===== src/hw/pief_defines.svh =====
`ifndef PIEF_DEFINES_SVH
`define PIEF_DEFINES_SVH

`define PIEF_OFF_CTRL      8'h00
`define PIEF_OFF_EN_A      8'h04
`define PIEF_OFF_EN_B      8'h08
`define PIEF_OFF_PEND_A    8'h0C
`define PIEF_OFF_PEND_B    8'h10
`define PIEF_OFF_STS       8'h14
`define PIEF_OFF_MASK      8'h18

`define PIEF_BIT_ALL_EN    7
`define PIEF_BIT_PERIPH_EN 6
`define PIEF_LANE0         0
`define PIEF_B_HI          7
`define PIEF_B_LO          3

`define PIEF_PEND_A_WMASK  8'hCF
`define PIEF_RST8          8'h00
`define PIEF_RST5          5'h00
`define PIEF_RST2          2'h0
`define PIEF_RST32         32'h0000_0000
`define PIEF_PAD3          3'h0
`define PIEF_PAD6          6'h00
`define PIEF_PAD24         24'h00_0000

`define PIEF_STS_REQ_RISE  0
`define PIEF_STS_UNEN_EVT  1

`endif


===== src/hw/pief_pkg.sv =====
package pief_pkg;

   typedef struct packed {
      logic t1_gate_acq;
      logic adc_done;
      logic uart_rx;
      logic uart_tx;
      logic sync_serial;
      logic capcmp1;
      logic t2_match;
      logic t1_overflow;
   } pief_src_a_t;

   typedef struct packed {
      logic osc_fail;
      logic cmp2;
      logic cmp1;
      logic eeprom_write_done;
      logic bus_collision;
   } pief_src_b_t;

   typedef enum logic {
      PIEF_APB_IDLE,
      PIEF_APB_ANSWER
   } pief_apb_st_t;

endpackage


===== src/hw/pief_top.sv =====
`timescale 1ns/1ps
`include "pief_defines.svh"

module pief_top (
   input  wire logic                 MCLK,
   input  wire logic                 RESETN,
   input  wire logic                 PSEL,
   input  wire logic                 PENABLE,
   input  wire logic                 PWRITE,
   input  wire logic [7:0]           PADDR,
   input  wire logic [31:0]          PWDATA,
   input  wire logic [3:0]           PSTRB,
   output logic                      PREADY,
   output logic [31:0]               PRDATA,
   output logic                      PSLVERR,
   input  wire pief_pkg::pief_src_a_t EVT_A,
   input  wire pief_pkg::pief_src_b_t EVT_B,
   input  wire logic                 IRQ_ENTRY,
   input  wire logic                 IRQ_RETURN,
   output logic                      PERIPH_IRQ_REQ,
   output logic                      CORE_IRQ_REQ,
   output logic                      IRQ
);

   // bus state
   pief_pkg::pief_apb_st_t st_r;
   pief_pkg::pief_apb_st_t st_nxt;
   logic                   pready_r;
   logic [31:0]            prdata_r;
   logic                   pslverr_r;

   // register state
   logic                   all_irq_en_r;
   logic                   all_irq_en_nxt;
   logic                   periph_irq_global_en_r;
   logic                   periph_irq_global_en_nxt;
   logic [7:0]             enable_a_r;
   logic [7:0]             enable_a_nxt;
   logic [4:0]             enable_b_r;
   logic [4:0]             enable_b_nxt;
   logic [7:0]             pending_a_r;
   logic [7:0]             pending_a_nxt;
   logic [4:0]             pending_b_r;
   logic [4:0]             pending_b_nxt;
   logic [1:0]             sts_r;
   logic [1:0]             sts_nxt;
   logic [1:0]             mask_r;
   logic [1:0]             mask_nxt;

   // registered outputs
   logic                   periph_req_r;
   logic                   core_req_r;
   logic                   irq_r;

   // decode wires
   wire                    acc_phase;
   wire                    sel_ctrl;
   wire                    sel_en_a;
   wire                    sel_en_b;
   wire                    sel_pend_a;
   wire                    sel_pend_b;
   wire                    sel_sts;
   wire                    sel_mask;
   wire                    hit;
   wire                    commit;
   wire                    wr_ok;
   wire [7:0]              wlane;
   wire                    wr_ctrl;
   wire                    wr_en_a;
   wire                    wr_en_b;
   wire                    wr_pend_a;
   wire                    wr_pend_b;
   wire                    wr_sts;
   wire                    wr_mask;

   // event and request wires
   wire [7:0]              evt_a_bits;
   wire [4:0]              evt_b_bits;
   wire [7:0]              pend_a_sw;
   wire [4:0]              pend_b_sw;
   wire                    req_any;
   wire                    periph_req;
   wire                    core_req;
   wire [1:0]              sts_set;
   wire [1:0]              sts_clr;
   wire                    unen_evt;

   // read path wires
   wire [7:0]              rd_ctrl;
   wire [7:0]              rd_en_b;
   wire [7:0]              rd_pend_b;
   wire [7:0]              rd_sts;
   wire [7:0]              rd_mask;
   wire [7:0]              rd_byte;
   wire [31:0]             rd_word;

   // address decode
   assign acc_phase  = PSEL & PENABLE;
   assign sel_ctrl   = (PADDR == `PIEF_OFF_CTRL);
   assign sel_en_a   = (PADDR == `PIEF_OFF_EN_A);
   assign sel_en_b   = (PADDR == `PIEF_OFF_EN_B);
   assign sel_pend_a = (PADDR == `PIEF_OFF_PEND_A);
   assign sel_pend_b = (PADDR == `PIEF_OFF_PEND_B);
   assign sel_sts    = (PADDR == `PIEF_OFF_STS);
   assign sel_mask   = (PADDR == `PIEF_OFF_MASK);
   assign hit        = sel_ctrl | sel_en_a | sel_en_b | sel_pend_a
                     | sel_pend_b | sel_sts | sel_mask;

   // write strobes, taken at the edge that samples pready
   assign commit    = acc_phase & pready_r & (st_r == pief_pkg::PIEF_APB_ANSWER);
   assign wr_ok     = commit & PWRITE & PSTRB[`PIEF_LANE0];
   assign wlane     = PWDATA[7:0];
   assign wr_ctrl   = wr_ok & sel_ctrl;
   assign wr_en_a   = wr_ok & sel_en_a;
   assign wr_en_b   = wr_ok & sel_en_b;
   assign wr_pend_a = wr_ok & sel_pend_a;
   assign wr_pend_b = wr_ok & sel_pend_b;
   assign wr_sts    = wr_ok & sel_sts;
   assign wr_mask   = wr_ok & sel_mask;

   // event vectors
   assign evt_a_bits = EVT_A;
   assign evt_b_bits = EVT_B;

   // global enables, core entry clears and return sets all_irq_en_r only
   assign all_irq_en_nxt = IRQ_ENTRY ? 1'b0 :
                           IRQ_RETURN ? 1'b1 :
                           wr_ctrl ? wlane[`PIEF_BIT_ALL_EN] : all_irq_en_r;
   assign periph_irq_global_en_nxt = wr_ctrl ? wlane[`PIEF_BIT_PERIPH_EN]
                                             : periph_irq_global_en_r;

   assign enable_a_nxt = wr_en_a ? wlane : enable_a_r;

   assign enable_b_nxt = wr_en_b ? wlane[`PIEF_B_HI:`PIEF_B_LO] : enable_b_r;

   assign pend_a_sw = wr_pend_a ? (wlane & `PIEF_PEND_A_WMASK)
                                : (pending_a_r & `PIEF_PEND_A_WMASK);

   assign pending_a_nxt = pend_a_sw | evt_a_bits;

   assign pend_b_sw = wr_pend_b ? wlane[`PIEF_B_HI:`PIEF_B_LO] : pending_b_r;

   assign pending_b_nxt = pend_b_sw | evt_b_bits;

   assign req_any = (|(pending_a_r & enable_a_r)) | (|(pending_b_r & enable_b_r));

   assign periph_req = periph_irq_global_en_r & req_any;

   assign core_req = all_irq_en_r & periph_req;

   // block status events
   assign unen_evt = (|(evt_a_bits & ~enable_a_r)) | (|(evt_b_bits & ~enable_b_r));
   assign sts_set  = {unen_evt, periph_req & ~periph_req_r};
   assign sts_clr  = wr_sts ? wlane[1:0] : `PIEF_RST2;
   assign sts_nxt  = (sts_r & ~sts_clr) | sts_set;
   assign mask_nxt = wr_mask ? wlane[1:0] : mask_r;

   assign rd_ctrl   = {all_irq_en_r, periph_irq_global_en_r, `PIEF_PAD6};
   assign rd_en_b   = {enable_b_r, `PIEF_PAD3};
   assign rd_pend_b = {pending_b_r, `PIEF_PAD3};
   assign rd_sts    = {`PIEF_PAD6, sts_r};
   assign rd_mask   = {`PIEF_PAD6, mask_r};

   // read select
   assign rd_byte = sel_ctrl   ? rd_ctrl :
                    sel_en_a   ? enable_a_r :
                    sel_en_b   ? rd_en_b :
                    sel_pend_a ? pending_a_r :
                    sel_pend_b ? rd_pend_b :
                    sel_sts    ? rd_sts :
                    sel_mask   ? rd_mask : `PIEF_RST8;
   assign rd_word = {`PIEF_PAD24, rd_byte};

   // bus sequencing, one wait state
   always_comb begin
      st_nxt = st_r;
      case (st_r)
         pief_pkg::PIEF_APB_IDLE: begin
            if (acc_phase) begin
               st_nxt = pief_pkg::PIEF_APB_ANSWER;
            end
         end
         pief_pkg::PIEF_APB_ANSWER: begin
            st_nxt = pief_pkg::PIEF_APB_IDLE;
         end
         default: begin
            st_nxt = pief_pkg::PIEF_APB_IDLE;
         end
      endcase
   end

   always_ff @(posedge MCLK or negedge RESETN) begin
      if (!RESETN) begin
         st_r <= pief_pkg::PIEF_APB_IDLE;
      end else begin
         st_r <= st_nxt;
      end
   end

   // answer registers
   always_ff @(posedge MCLK or negedge RESETN) begin
      if (!RESETN) begin
         pready_r  <= 1'b0;
         prdata_r  <= `PIEF_RST32;
         pslverr_r <= 1'b0;
      end else if ((st_r == pief_pkg::PIEF_APB_IDLE) && acc_phase) begin
         pready_r  <= 1'b1;
         prdata_r  <= PWRITE ? `PIEF_RST32 : rd_word;
         pslverr_r <= ~hit;
      end else begin
         pready_r  <= 1'b0;
         pslverr_r <= 1'b0;
      end
   end

   always_ff @(posedge MCLK or negedge RESETN) begin
      if (!RESETN) begin
         all_irq_en_r           <= 1'b0;
         periph_irq_global_en_r <= 1'b0;
      end else begin
         all_irq_en_r           <= all_irq_en_nxt;
         periph_irq_global_en_r <= periph_irq_global_en_nxt;
      end
   end

   always_ff @(posedge MCLK or negedge RESETN) begin
      if (!RESETN) begin
         enable_a_r <= `PIEF_RST8;
         enable_b_r <= `PIEF_RST5;
      end else begin
         enable_a_r <= enable_a_nxt;
         enable_b_r <= enable_b_nxt;
      end
   end

   always_ff @(posedge MCLK or negedge RESETN) begin
      if (!RESETN) begin
         pending_a_r <= `PIEF_RST8;
         pending_b_r <= `PIEF_RST5;
      end else begin
         pending_a_r <= pending_a_nxt;
         pending_b_r <= pending_b_nxt;
      end
   end

   // block status and mask
   always_ff @(posedge MCLK or negedge RESETN) begin
      if (!RESETN) begin
         sts_r  <= `PIEF_RST2;
         mask_r <= `PIEF_RST2;
      end else begin
         sts_r  <= sts_nxt;
         mask_r <= mask_nxt;
      end
   end

   // request outputs
   always_ff @(posedge MCLK or negedge RESETN) begin
      if (!RESETN) begin
         periph_req_r <= 1'b0;
         core_req_r   <= 1'b0;
         irq_r        <= 1'b0;
      end else begin
         periph_req_r <= periph_req;
         core_req_r   <= core_req;
         irq_r        <= |(sts_r & mask_r);
      end
   end

   assign PREADY         = pready_r;
   assign PRDATA         = prdata_r;
   assign PSLVERR        = pslverr_r;
   assign PERIPH_IRQ_REQ = periph_req_r;
   assign CORE_IRQ_REQ   = core_req_r;
   assign IRQ            = irq_r;

endmodule


===== config.mk =====
export PLATFORM = sky130hd
export DESIGN_NAME = pief_top
export DESIGN_NICKNAME = d
export VERILOG_FILES = /design/src/hw/pief_pkg.sv /design/src/hw/pief_top.sv
export VERILOG_INCLUDE_DIRS = /design/src /design/src/hw
export SDC_FILE = /design/constraint.sdc
export NUM_CORES = 1
export LEC_CHECK = 0
export ABC_AREA = 1
export BUFFER_PORTS_ARGS = -buffer_cell sky130_fd_sc_hd__clkbuf_2
export CORE_AREA = 2 2 74 76
export CTS_CLUSTER_DIAMETER = 40
export DETAILED_ROUTE_END_ITERATION = 12
export DIE_AREA = 0 0 76 78
export HOLD_SLACK_MARGIN = 0.12
export PLACE_DENSITY = 0.89
export SYNTH_ARGS = -nofsm -noshare
export SYNTH_HDL_FRONTEND = slang
export SYNTH_SLANG_ARGS = --single-unit

===== constraint.sdc =====
create_clock -name MCLK -period 3.6 [get_ports MCLK]
set_clock_uncertainty 0.15 [all_clocks]
set_input_delay 0 -clock MCLK [delete_from_list [all_inputs] [get_ports MCLK]]
set_output_delay 0 -clock MCLK [all_outputs]
set_load 0.01 [all_outputs]

* Word level (Yosys, flattened, before mapping)
Cells that the tools add are included.
Widths: inputs -> output; s select.
** Storage, ports and cells
- Word-level logic and storage cells :: 85
- Bits of input ports :: 64
- Flip-flop bits (word level) :: 70
- Output and inout port bits :: 37
** Cells by class
- Eq/ne operators :: 6
- Reduce and logical (&&, ||, !) cells :: 8
- Mux-type cells :: 18
- Bitwise logic cells :: 38
** Operators with widths (number)
- $mux 8 :: 7
- $eq 8x5->1 const B :: 3
- $and 8x8->8 :: 2
- $eq 8x4->1 const B :: 2
- $reduce_or 8->1 :: 2
- $and 1x1->1 :: 15
- $and 5x5->5 :: 2
- $reduce_or 5->1 :: 2
- $eq 8x3->1 const B :: 1
- $logic_not 8->1 :: 1
- $not 8->8 :: 1
- $or 1x1->1 :: 8
- $or 8x8->8 :: 1
- $mux 1 :: 6
- $mux 2 :: 3
- $mux 5 :: 1
- $not 5->5 :: 1
- $or 5x5->5 :: 1
- $and 2x2->2 :: 2
- $not 1->1 :: 3
- $reduce_bool 3->1 :: 1
- $not 2->2 :: 1
- $or 2x2->2 :: 1
- $pmux 1 s2 :: 1
- 2 further kinds :: 2

* Depth between registers and ports, before layout
Gate-level depths: netlist (run 1).
- Depth in word-level cells :: 10
- Depth in mapped cells :: 11
- Mapped depth without buffers :: 11

* Worst setup path before layout (run 1)
Ideal clock, no wire load.
- Path type :: reg-to-reg
- Start point :: register pready_r (netlist: PREADY)
- End point :: register pending_a_r[1]
- Data required time :: 3.328 ns
- Data arrival time :: 1.204 ns
- Setup slack :: 2.123 ns
- Cell stages (with the launch flop) :: 9
- Buffers on the path :: 1
- Path through :: dfrtp_1 nand3_1 nor2_2 inv_2 nor2_2 inv_2 buf_6 a21oi_2 o21ai_1
** On the way
- Cells in the longest elaborated chain, start to end :: 7
** Ends and longest elaborated chain
- start, declared :: RTL line pief_top.sv:28 : logic pready_r;
- start signal, assigned :: RTL line pief_top.sv:203 : pready_r <= 1'b0;
- start signal, assigned :: RTL line pief_top.sv:207 : pready_r <= 1'b1;
- start signal, assigned :: RTL line pief_top.sv:211 : pready_r <= 1'b0;
- $and 1x1->1 (2 in series) :: RTL line pief_top.sv:110 : assign commit = acc_phase & pready_r & (st_r == pief_pkg::PIEF_APB_ANSWER);
- $and 1x1->1 (2 in series) :: RTL line pief_top.sv:111 : assign wr_ok = commit & PWRITE & PSTRB[`PIEF_LANE0];
- $and 1x1->1 :: RTL line pief_top.sv:116 : assign wr_pend_a = wr_ok & sel_pend_a;
- $mux 8 :: RTL line pief_top.sv:136 : assign pend_a_sw = wr_pend_a ? (wlane & `PIEF_PEND_A_WMASK)
- $or 8x8->8 :: RTL line pief_top.sv:139 : assign pending_a_nxt = pend_a_sw | evt_a_bits;
- named net pending_a_nxt[1] :: RTL line pief_top.sv:42 : logic [7:0] pending_a_nxt;
- end signal, assigned :: RTL line pief_top.sv:238 : pending_a_r <= `PIEF_RST8;
- end signal, assigned :: RTL line pief_top.sv:241 : pending_a_r <= pending_a_nxt;
- end, declared :: RTL line pief_top.sv:41 : logic [7:0] pending_a_r;
The timed path passes the listed nets, and every way through them passes these cells.
A chain may end at the register's enable or synchronous reset.

* Worst setup path after layout (run 1)
- Start point :: input port PWRITE
- End point :: register pending_b_r[0]
** On the way
- Cells in the longest elaborated chain, start to end :: 5
** Ends and longest elaborated chain
- start, declared :: RTL line pief_top.sv:9 : input wire logic PWRITE,
- $and 1x1->1 (2 in series) :: RTL line pief_top.sv:111
- $and 1x1->1 :: RTL line pief_top.sv:117 : assign wr_pend_b = wr_ok & sel_pend_b;
- $mux 5 :: RTL line pief_top.sv:141 : assign pend_b_sw = wr_pend_b ? wlane[`PIEF_B_HI:`PIEF_B_LO] : pending_b_r;
- $or 5x5->5 :: RTL line pief_top.sv:143 : assign pending_b_nxt = pend_b_sw | evt_b_bits;
- named net pending_b_nxt[0] :: RTL line pief_top.sv:44 : logic [4:0] pending_b_nxt;
- end signal, assigned :: RTL line pief_top.sv:239 : pending_b_r <= `PIEF_RST5;
- end signal, assigned :: RTL line pief_top.sv:242 : pending_b_r <= pending_b_nxt;
- end, declared :: RTL line pief_top.sv:43 : logic [4:0] pending_b_r;
The timed path passes the listed nets, and every way through them passes these cells.

==> results of run 1 <==
-- worst max-delay path, cell delays in order --
cell	delay, ns
dlygate4sd3_1	0.53
clkbuf_2	0.14
nand3_1	0.08
dlygate4sd3_1	0.58
nor2_2	0.29
inv_2	0.08
nor2_1	0.13
inv_2	0.10
a21oi_1	0.17
o21ai_0	0.12
dlygate4sd3_1	0.56
-- kinds of logic (layout without fill, tap and decap cells) --
group / Yosys count / after routing / synth area share [%]
flops: 45 / 45 / 46.1
simple gates: 141 / 141 / 25.6
buf+inv: 68 / 142 / 14.7
other cells: 1 / 24 / 0.153
compound gates: 59 / 59 / 13.5
-- worst paths after layout --
| path | startpoint | endpoint | slack [ns] | depth (start not counted) |
|---|---|---|---|---|
| setup / recovery | PWRITE | pending_b_r[0]$_DFF_PN0_ | 0.83 | 11 |
| hold / removal | PADDR[4] | mask_r[0]$_DFFE_PN0P_ | 0.16 | 7 |
| setup reg to reg | PREADY$_DFF_PN0_ | pending_b_r[0]$_DFF_PN0_ | 0.83 | 9 |
| hold reg to reg | PERIPH_IRQ_REQ$_DFF_PN0_ | sts_r[0]$_DFF_PN0_ | 0.33 | 1 |
| max in group asynchronous | RESETN | PRDATA[3]$_DFFE_PN0P_ | 2.34 | 2 |
| min in group asynchronous | RESETN | pending_b_r[2]$_DFF_PN0_ | 0.29 | 2 |
-- synth_stat cells --
cell | instances | share of area [%]
a21oi_1 | 15 | 3.1
a21oi_2 | 4 | 1.4
a221oi_1 | 1 | 0.36
a22o_1 | 2 | 0.72
buf_2 | 1 | 0.20
buf_4 | 25 | 7.7
buf_6 | 1 | 0.46
clkinv_2 | 1 | 0.20
conb_1 | 1 | 0.15
dfrtp_1 | 45 | 46
inv_1 | 35 | 5.4
inv_2 | 5 | 0.77
nand2_1 | 93 | 14
nand2_2 | 4 | 1.0
nand3_1 | 13 | 2.7
nand3b_1 | 1 | 0.31
nand4_1 | 7 | 1.8
nor2_1 | 11 | 1.7
nor2_2 | 6 | 1.5
nor2_4 | 4 | 1.8
nor3_1 | 1 | 0.20
nor4_1 | 1 | 0.26
o211ai_1 | 2 | 0.61
o21ai_0 | 23 | 4.7
o21ai_1 | 10 | 2.0
o22ai_1 | 2 | 0.51
-- layer usage --
metal	vias to the layer above	share of wire, %	global-route usage, %	wire length (um)
li1	1145	-	-	-
met2	116	49	37.0	2910
met1	1110	41	26.5	2420
met3	14	8.6	5.00	513
met4	0	2.0	7.64	119
met5	-	0	0	0
-- final cells by class --
cell class	count	area, um2	area share [%]
sequential	45	1130	35.3
multi-input combinational	224	1040	32.7
timing repair buffer	94	696	21.8
inverter	41	155	4.86
tap	70	87.6	2.75
clock buffer	6	72.6	2.27
clock inverter	1	8.76	0.275
-- flip-flops by register name (all words and copies together) (netlist names) --
name / flops
IRQ: 1
PERIPH_IRQ_REQ: 1
pending_b_r: 5
all_irq_en_r: 1
sts_r: 2
pending_a_r: 8
enable_b_r: 5
enable_a_r: 8
PSLVERR: 1
PREADY: 1
PRDATA: 8
mask_r: 2
periph_irq_global_en_r: 1
CORE_IRQ_REQ: 1
-- power groups by stage --
stage / logic (mW) / registers, mW / clock network, mW
finish: 0.110 / 0.511 / 0.294
global route: 0.123 / 0.512 / 0.323
CTS: 0.109 / 0.511 / 0.301
detailed placement: 0.0813 / 0.521 / 0
global placement: 0.0794 / 0.521 / 0
floorplan: 0.0573 / 0.522 / 0
-- metrics by stage --
| stage | hold WS [ns] | cell area [um2] | worst slack [ns] | cells |
|---|---|---|---|---|
| after floorplan | -0.446 | 2530 | 2.12 | 337 |
| after global placement | -0.0241 | 2660 | 2.09 | 429 |
| after detailed placement | -0.0138 | 2660 | 2.02 | 429 |
| after CTS | 0.133 | 3190 | 0.924 | 481 |
| after global routing | 0.190 | 3190 | 0.654 | 481 |
| final | 0.156 | 3190 | 0.828 | 481 |
-- what timing repair did --
item,CTS,global route
endpoints found under the setup margin,0,0
endpoints found under the hold margin,86,0
buffers inserted,0,0
hold buffers,45,0
==> flow_summary.json, run 1 <==
{
  "mostFrequentLayoutCells": "nand2_1, clkbuf_2, dfrtp_1, dlygate4sd3_1, inv_1",
  "final_util_pct": 63.3,
  "antenna_found_initial": 0,
  "port_buffers": 49,
  "grt_pass1_vias": 2248,
  "slew_headroom_pct": 27.3,
  "htree_levels": 2,
  "grt_pass1_wl_um": 10100,
  "slew_violations": 0,
  "syn_to_final_growth_pct": 30.6,
  "cts_sinks": 45,
  "layout-drive-gt1-share_pct": 19.2,
  "cap_violations": 0,
  "cts_tree": "done",
  "power_frac_seq_pct": 55.9,
  "synth_cells": 314,
  "ant_nets": 0,
  "worstPathRequired_ns": 3.63,
  "p_int_mw": 0.691,
  "grt_overflow_total": 0,
  "max_clock_freq_mhz": 361,
  "dr.pass1.iters": 5,
  "status": "finished clean",
  "cp-start-kind": "input pin",
  "synth_area_mm2": 0.00244,
  "cts-root-buf": "clkbuf_8",
  "dp_hpwl_um": 4250,
  "timing.final.crit_share_pct": 77.0,
  "final_nets": 475,
  "route.detailed.drc": 0,
  "cp-end-kind": "flip-flop",
  "layout_commonest_cell": "nand2_1",
  "setup_viol": 0,
  "clockBufferDepth": 2,
  "ctsResizeCount": 0,
  "pin_count": 101,
  "synth_cell_types": 26,
  "drt-total-wl_um": 5960,
  "final_hold_viol_count": 0,
  "worstPathMaxFanout": 10,
  "tightest_slew_ns": 1.09,
  "seq_area_frac_synth_pct": 46.1,
  "hold_class": "input pin to flip-flop",
  "die_h_um": 78,
  "ir_drop_uv": 144,
  "power.total_mw": 0.915,
  "dieWidth_um": 76,
  "rsz0062_at_grt": "no",
  "gp_congestion": 0.887,
  "grtUsageTotal_pct": 21.5,
  "viasPerCell": 4.96,
  "numCtsBuffers": 5,
  "start_util_pct": 48.5,
  "wire_per_inst_um": 12.4,
  "clk_latency_ns": 0.29,
  "dieArea_mm2": 0.00593,
  "drtIter0Drc": 136,
  "setup-tns-final_ns": 0,
  "crit_type": "input pin to flip-flop",
  "num_rows": 26,
  "num_antenna_cells": 0,
  "avgSynthCellArea_um2": 7.78,
  "path_clk_slew_ns": 0.08,
  "fill_cells": 446,
  "sw_frac_of_total_pct": 24.4,
  "yosys_warnings": 0,
  "power_frac_comb_pct": 12.0,
  "vias": 2385,
  "crit_arrival_ns": 2.81,
  "p_per_area_mw_per_mm2": 287,
  "core_mm2": 0.00504,
  "grt_max_degree": 46,
  "finalCriticalPeriod_ns": 2.77,
  "power_frac_clock_pct": 32.1,
  "leakagePower_nw": 1.54,
  "switching_power_mw": 0.224,
  "synth-seq-cells": 45
}
Note: power is estimated with default switching activity, not from simulation.
==> run 2, diff against run 1 <==
Settings changed: CORE_AREA 2 2 74 76 to 2 2 75 77, DIE_AREA 0 0 76 78 to 0 0 77 79, PLACE_DENSITY 0.89 to 0.87.
Clock period 3.6 ns to 2.62 ns, I/O delays scaled along.
==> flow_summary.json, run 2 (synthesis results as in run 1) <==
{
  "worst-path-buf-inv": 3,
  "regArea_mm2": 0.00113,
  "dr.pass1.iters": 4,
  "grtUsageTotal_pct": 21.7,
  "gp_congestion": 0.892,
  "port_buffers": 49,
  "ant_nets": 0,
  "drtIter0Drc": 185,
  "layout-drive-gt1-share_pct": 19.6,
  "met2_length_um": 2860,
  "final_hold_viol_count": 0,
  "start_util_pct": 45.8,
  "max_clock_freq_mhz": 481,
  "num_rows": 27,
  "pin_count": 101,
  "ir_drop_uv": 200,
  "m1WireLength_um": 2570,
  "multi_input_area_mm2": 0.00105,
  "setup_viol": 0,
  "tightest_slew_ns": 1.10,
  "dieArea_mm2": 0.00608,
  "mostFrequentLayoutCells": "nand2_1, clkbuf_2, dfrtp_1, dlygate4sd3_1, inv_1",
  "clockBufferDepth": 2,
  "slew_headroom_pct": 26.9,
  "finalNonFillerCells": 481,
  "slowest_stage": "dlygate4sd3_1",
  "dpl.cell_count": 431,
  "worstPathRequired_ns": 2.66,
  "hold_slack_ns": 0.128,
  "cts-root-buf": "clkbuf_8",
  "slew_violations": 0,
  "p_per_area_mw_per_mm2": 436,
  "critical_path.top_delay_family": "buffers and inverters",
  "dr_wl_met3_um": 450,
  "worst_slack_ns": 0.540,
  "final_nets": 472,
  "route.detailed.drc": 0,
  "viasPerCell": 4.85,
  "grt_max_degree": 46,
  "dp_hpwl_um": 4180,
  "final_util_pct": 60.0,
  "leakagePower_nw": 1.55,
  "crit_type": "flip-flop to flip-flop",
  "max_stage_delay_ns": 0.56,
  "drt-total-wl_um": 6000,
  "cp-start-kind": "flip-flop",
  "timing.final.crit_share_pct": 79.4,
  "clk_latency_ns": 0.30,
  "grt_pass1_wl_um": 10400,
  "layout_commonest_cell": "nand2_1",
  "grt_overflow_total": 0,
  "hold_class": "input pin to flip-flop",
  "postCtsSetupRepairBufs": 0,
  "htree_levels": 2,
  "place_ws_ns": 1.00,
  "cp-end-kind": "flip-flop",
  "wire_per_inst_um": 12.5,
  "vias": 2335,
  "status": "finished clean",
  "finalCriticalPeriod_ns": 2.08,
  "num_antenna_cells": 0,
  "syn_to_final_growth_pct": 31.1,
  "core_mm2": 0.00534,
  "crit_arrival_ns": 2.12,
  "path_cells": "nand3_1 > nor2_4 > inv_2 > nor2_1 > inv_2 > a21oi_1 > o21ai_0 > dlygate4sd3_1",
  "dieWidth_um": 77,
  "fill_cells": 466,
  "path_clk_slew_ns": 0.08,
  "setup-tns-final_ns": 0,
  "crit_path_frequent_cell": "inv_2",
  "cts_tree": "done",
  "antenna_found_initial": 0,
  "rsz0062_at_grt": "no",
  "dr.max_layer_used": "met4",
  "cap_violations": 0,
  "cts_sinks": 45,
  "grt_pass1_vias": 2248,
  "die_h_um": 79,
  "worstPathMaxFanout": 10,
  "numCtsBuffers": 5
}
run 2: changes by cell type in the layout (fill, tap and decap cells not counted):
cell           previous run  this run
clkbuf_8                  5         6
clkinv_4                  1         0
nor2_2                    6         5
dlygate4sd3_1            45        42
bufinv_16                 0         1
nor2_4                    4         5
run 2: stage by stage:
step / power (mW) / area, um2
floorplan: 0.796 / 2530
finish: 1.40 / 3200
CTS: 1.39 / 3200
global placement: 0.826 / 2660
detailed placement: 0.829 / 2660
global route: 1.45 / 3200
run 2: area by class of cell:
cell class | count | area share [%]
Tap cell | 72 | 2.81
Multi-Input combinational cell | 224 | 32.8
Inverter | 41 | 4.84
Clock buffer | 7 | 2.70
Clock inverter | 1 | 0.938
Timing Repair Buffer | 91 | 20.8
Sequential cell | 45 | 35.2
run 2: final timing paths:
path	end	slack, ns	cells after the start	from
setup / recovery	pending_b_r[0]$_DFF_PN0_	0.54	8	PREADY$_DFF_PN0_
hold / removal	mask_r[1]$_DFFE_PN0P_	0.13	7	PADDR[4]
min in group asynchronous	pending_b_r[2]$_DFF_PN0_	0.29	2	RESETN
setup reg to reg	pending_b_r[0]$_DFF_PN0_	0.54	8	PREADY$_DFF_PN0_
max in group asynchronous	PRDATA[4]$_DFFE_PN0P_	1.34	2	RESETN
hold reg to reg	sts_r[0]$_DFF_PN0_	0.33	1	PERIPH_IRQ_REQ$_DFF_PN0_
run 2: repair_timing:
action                     4_1_cts  5_1_grt
resized for setup                0        1
hold buffers                    42        1
hold endpoints to repair        86        1
setup endpoints to repair        0        2
run 2: worst reg2reg max path, cell delays in order (launching register included):
cell and delay (ns):
dfrtp_1 0.36, nand3_1 0.13, nor2_4 0.22, inv_2 0.07
nor2_1 0.14, inv_2 0.10, a21oi_1 0.15, o21ai_0 0.09
dlygate4sd3_1 0.56
run 2: per-layer routing:
layer | vias to the layer above | global-route usage (%)
met2 | 113 | 36.9
met4 | 0 | 7.86
met1 | 1066 | 27.2
met5 | - | 0
met3 | 13 | 4.89
li1 | 1143 | -
run 2: power breakdown:
group / internal (mW) / switching [mW]
registers: 0.700 / 0.00304
logic: 0.0625 / 0.0855
clock network: 0.311 / 0.234
total: 1.07 / 0.322
==> run 3, diff against run 2 <==
Settings changed: CORE_AREA 2 2 75 77 to 2 2 79 81, DIE_AREA 0 0 77 79 to 0 0 81 83, PLACE_DENSITY 0.87 to 0.83.
Clock period 2.62 ns to 1.8 ns, I/O delays scaled along.
==> flow_summary.json, run 3 (synthesis results as in run 1) <==
{
  "htree_levels": 2,
  "crit_type": "input pin to flip-flop",
  "status": "finished clean",
  "syn_to_final_growth_pct": 26.2,
  "num_rows": 28,
  "dieArea_mm2": 0.00672,
  "viasPerCell": 4.75,
  "port_buffers": 49,
  "finalCriticalPeriod_ns": 1.63,
  "num_antenna_cells": 0,
  "ant_nets": 0,
  "m1WireLength_um": 2470,
  "clockBufferDepth": 2,
  "place_ws_ns": 0.237,
  "cp-start-kind": "input pin",
  "cap_violations": 0,
  "dr.max_layer_used": "met4",
  "dp_hpwl_um": 4300,
  "critPathLaunch": "PADDR[1]",
  "grt_pass1_wl_um": 9600,
  "die_h_um": 83,
  "path_cells": "dlygate4sd3_1 > clkbuf_2 > nor2_2 > nand2_1 > nor2_4 > nand2_2 > nand2_1 > o21ai_0",
  "numCtsBuffers": 5,
  "worst-path-buf-inv": 2,
  "cp-end-kind": "flip-flop",
  "crit_path_frequent_cell": "nand2_1",
  "critical_path.top_delay_family": "simple AND/OR/NAND/NOR gates",
  "fill_cells": 584,
  "ir_drop_uv": 316,
  "grtUsageTotal_pct": 18.2,
  "worst_slack_ns": 0.172,
  "start_util_pct": 42.0,
  "vias": 2259,
  "dieWidth_um": 81,
  "crit_arrival_ns": 1.66,
  "slew_headroom_pct": 61.6,
  "route.detailed.drc": 0,
  "setup-tns-final_ns": 0,
  "cts_sinks": 45,
  "gp_congestion": 0.870,
  "grt_overflow_total": 0,
  "final_nets": 464,
  "hp-start": "PADDR[6]",
  "pin_count": 101,
  "layout_commonest_cell": "nand2_1",
  "worstPathMaxFanout": 16,
  "worstPathRequired_ns": 1.83,
  "rr_startpoint": "PREADY$_DFF_PN0_",
  "dr.pass1.iters": 5,
  "timing.final.crit_share_pct": 90.5,
  "fin_area_mm2": 0.00308,
  "max_clock_freq_mhz": 614,
  "layout-drive-gt1-share_pct": 20.2,
  "rsz0062_at_grt": "no",
  "path_clk_slew_ns": 0.08,
  "met2_length_um": 2840,
  "drtIter0Drc": 101,
  "drt-total-wl_um": 5810,
  "placed_area_mm2": 0.00268,
  "grt_max_degree": 46,
  "max_stage_delay_ns": 0.53,
  "slowest_stage": "dlygate4sd3_1",
  "tightest_slew_ns": 0.575,
  "cts_tree": "done",
  "ctsResizeCount": 0,
  "slew_violations": 0,
  "grt_pass1_vias": 2110,
  "p_per_area_mw_per_mm2": 599,
  "cts-root-buf": "clkbuf_8",
  "mostFrequentLayoutCells": "nand2_1, clkbuf_2, dfrtp_1, inv_1, dlygate4sd3_1",
  "hold_class": "input pin to flip-flop",
  "antenna_found_initial": 0,
  "power.total_mw": 1.85,
  "leakagePower_nw": 1.52,
  "setup_viol": 0,
  "wire_per_inst_um": 12.2,
  "final_hold_viol_count": 0,
  "dr_wl_met3_um": 444,
  "core_mm2": 0.00582,
  "clk_latency_ns": 0.30
}
run 3: worst paths after layout:
check,end,slack (ns),cells after the start
worst min register to register,PRDATA[5]$_DFFE_PN0P_,0.33,2
worst max-delay path,enable_a_r[6]$_DFFE_PN0P_,0.17,8
min in group asynchronous,periph_irq_global_en_r$_DFFE_PN0P_,0.16,3
worst min-delay path,PSLVERR$_DFF_PN0_,0.13,5
max in group asynchronous,PRDATA[5]$_DFFE_PN0P_,0.93,3
worst max register to register,pending_b_r[4]$_DFF_PN0_,0.20,7
run 3: per-stage QoR:
stage	instances	utilization [%]	hold slack, ns
2_1_floorplan	337	-	-0.446
3_3_place_gp	436	46.1	-0.0386
3_5_place_dp	436	46.1	-0.0310
4_1_cts	476	53.0	0.121
5_1_grt	476	53.0	0.182
6_report	476	53.0	0.126
run 3: layout make-up:
class	count	area (um2)	area share, %
clock buffer	7	76.3	2.47
clock inverter	1	7.51	0.243
inverter	41	155	5.03
multi-input combinational	224	1040	33.9
sequential	45	1130	36.5
tap	75	93.8	3.04
timing repair buffer	83	581	18.8
run 3: power by group:
part           switching (mW)  total (mW)  leakage [nW]  internal, mW
logic                   0.124       0.220         0.929        0.0959
registers             0.00449        1.02         0.553          1.02
clock network           0.329       0.604        0.0385         0.275
total                   0.458        1.85          1.52          1.39
run 3: what timing repair did:
action / CTS / global route
hold endpoints to repair: 86 / 0
setup buffers: 0 / 0
hold buffers: 32 / 0
setup endpoints to repair: 0 / 0
run 3: tightest hold or removal path, stage by stage:
cell and delay (ns):
clkbuf_2 0.09, nor2_2 0.10, nand2_2 0.13, o21ai_0 0.17
nor4_1 0.05
run 3: per-layer routing:
layer | global-route usage [%] | vias to the layer above
met5 | 0 | -
met4 | 4.78 | 0
met3 | 3.59 | 9
met2 | 30.7 | 92
met1 | 23.8 | 1031
li1 | - | 1127
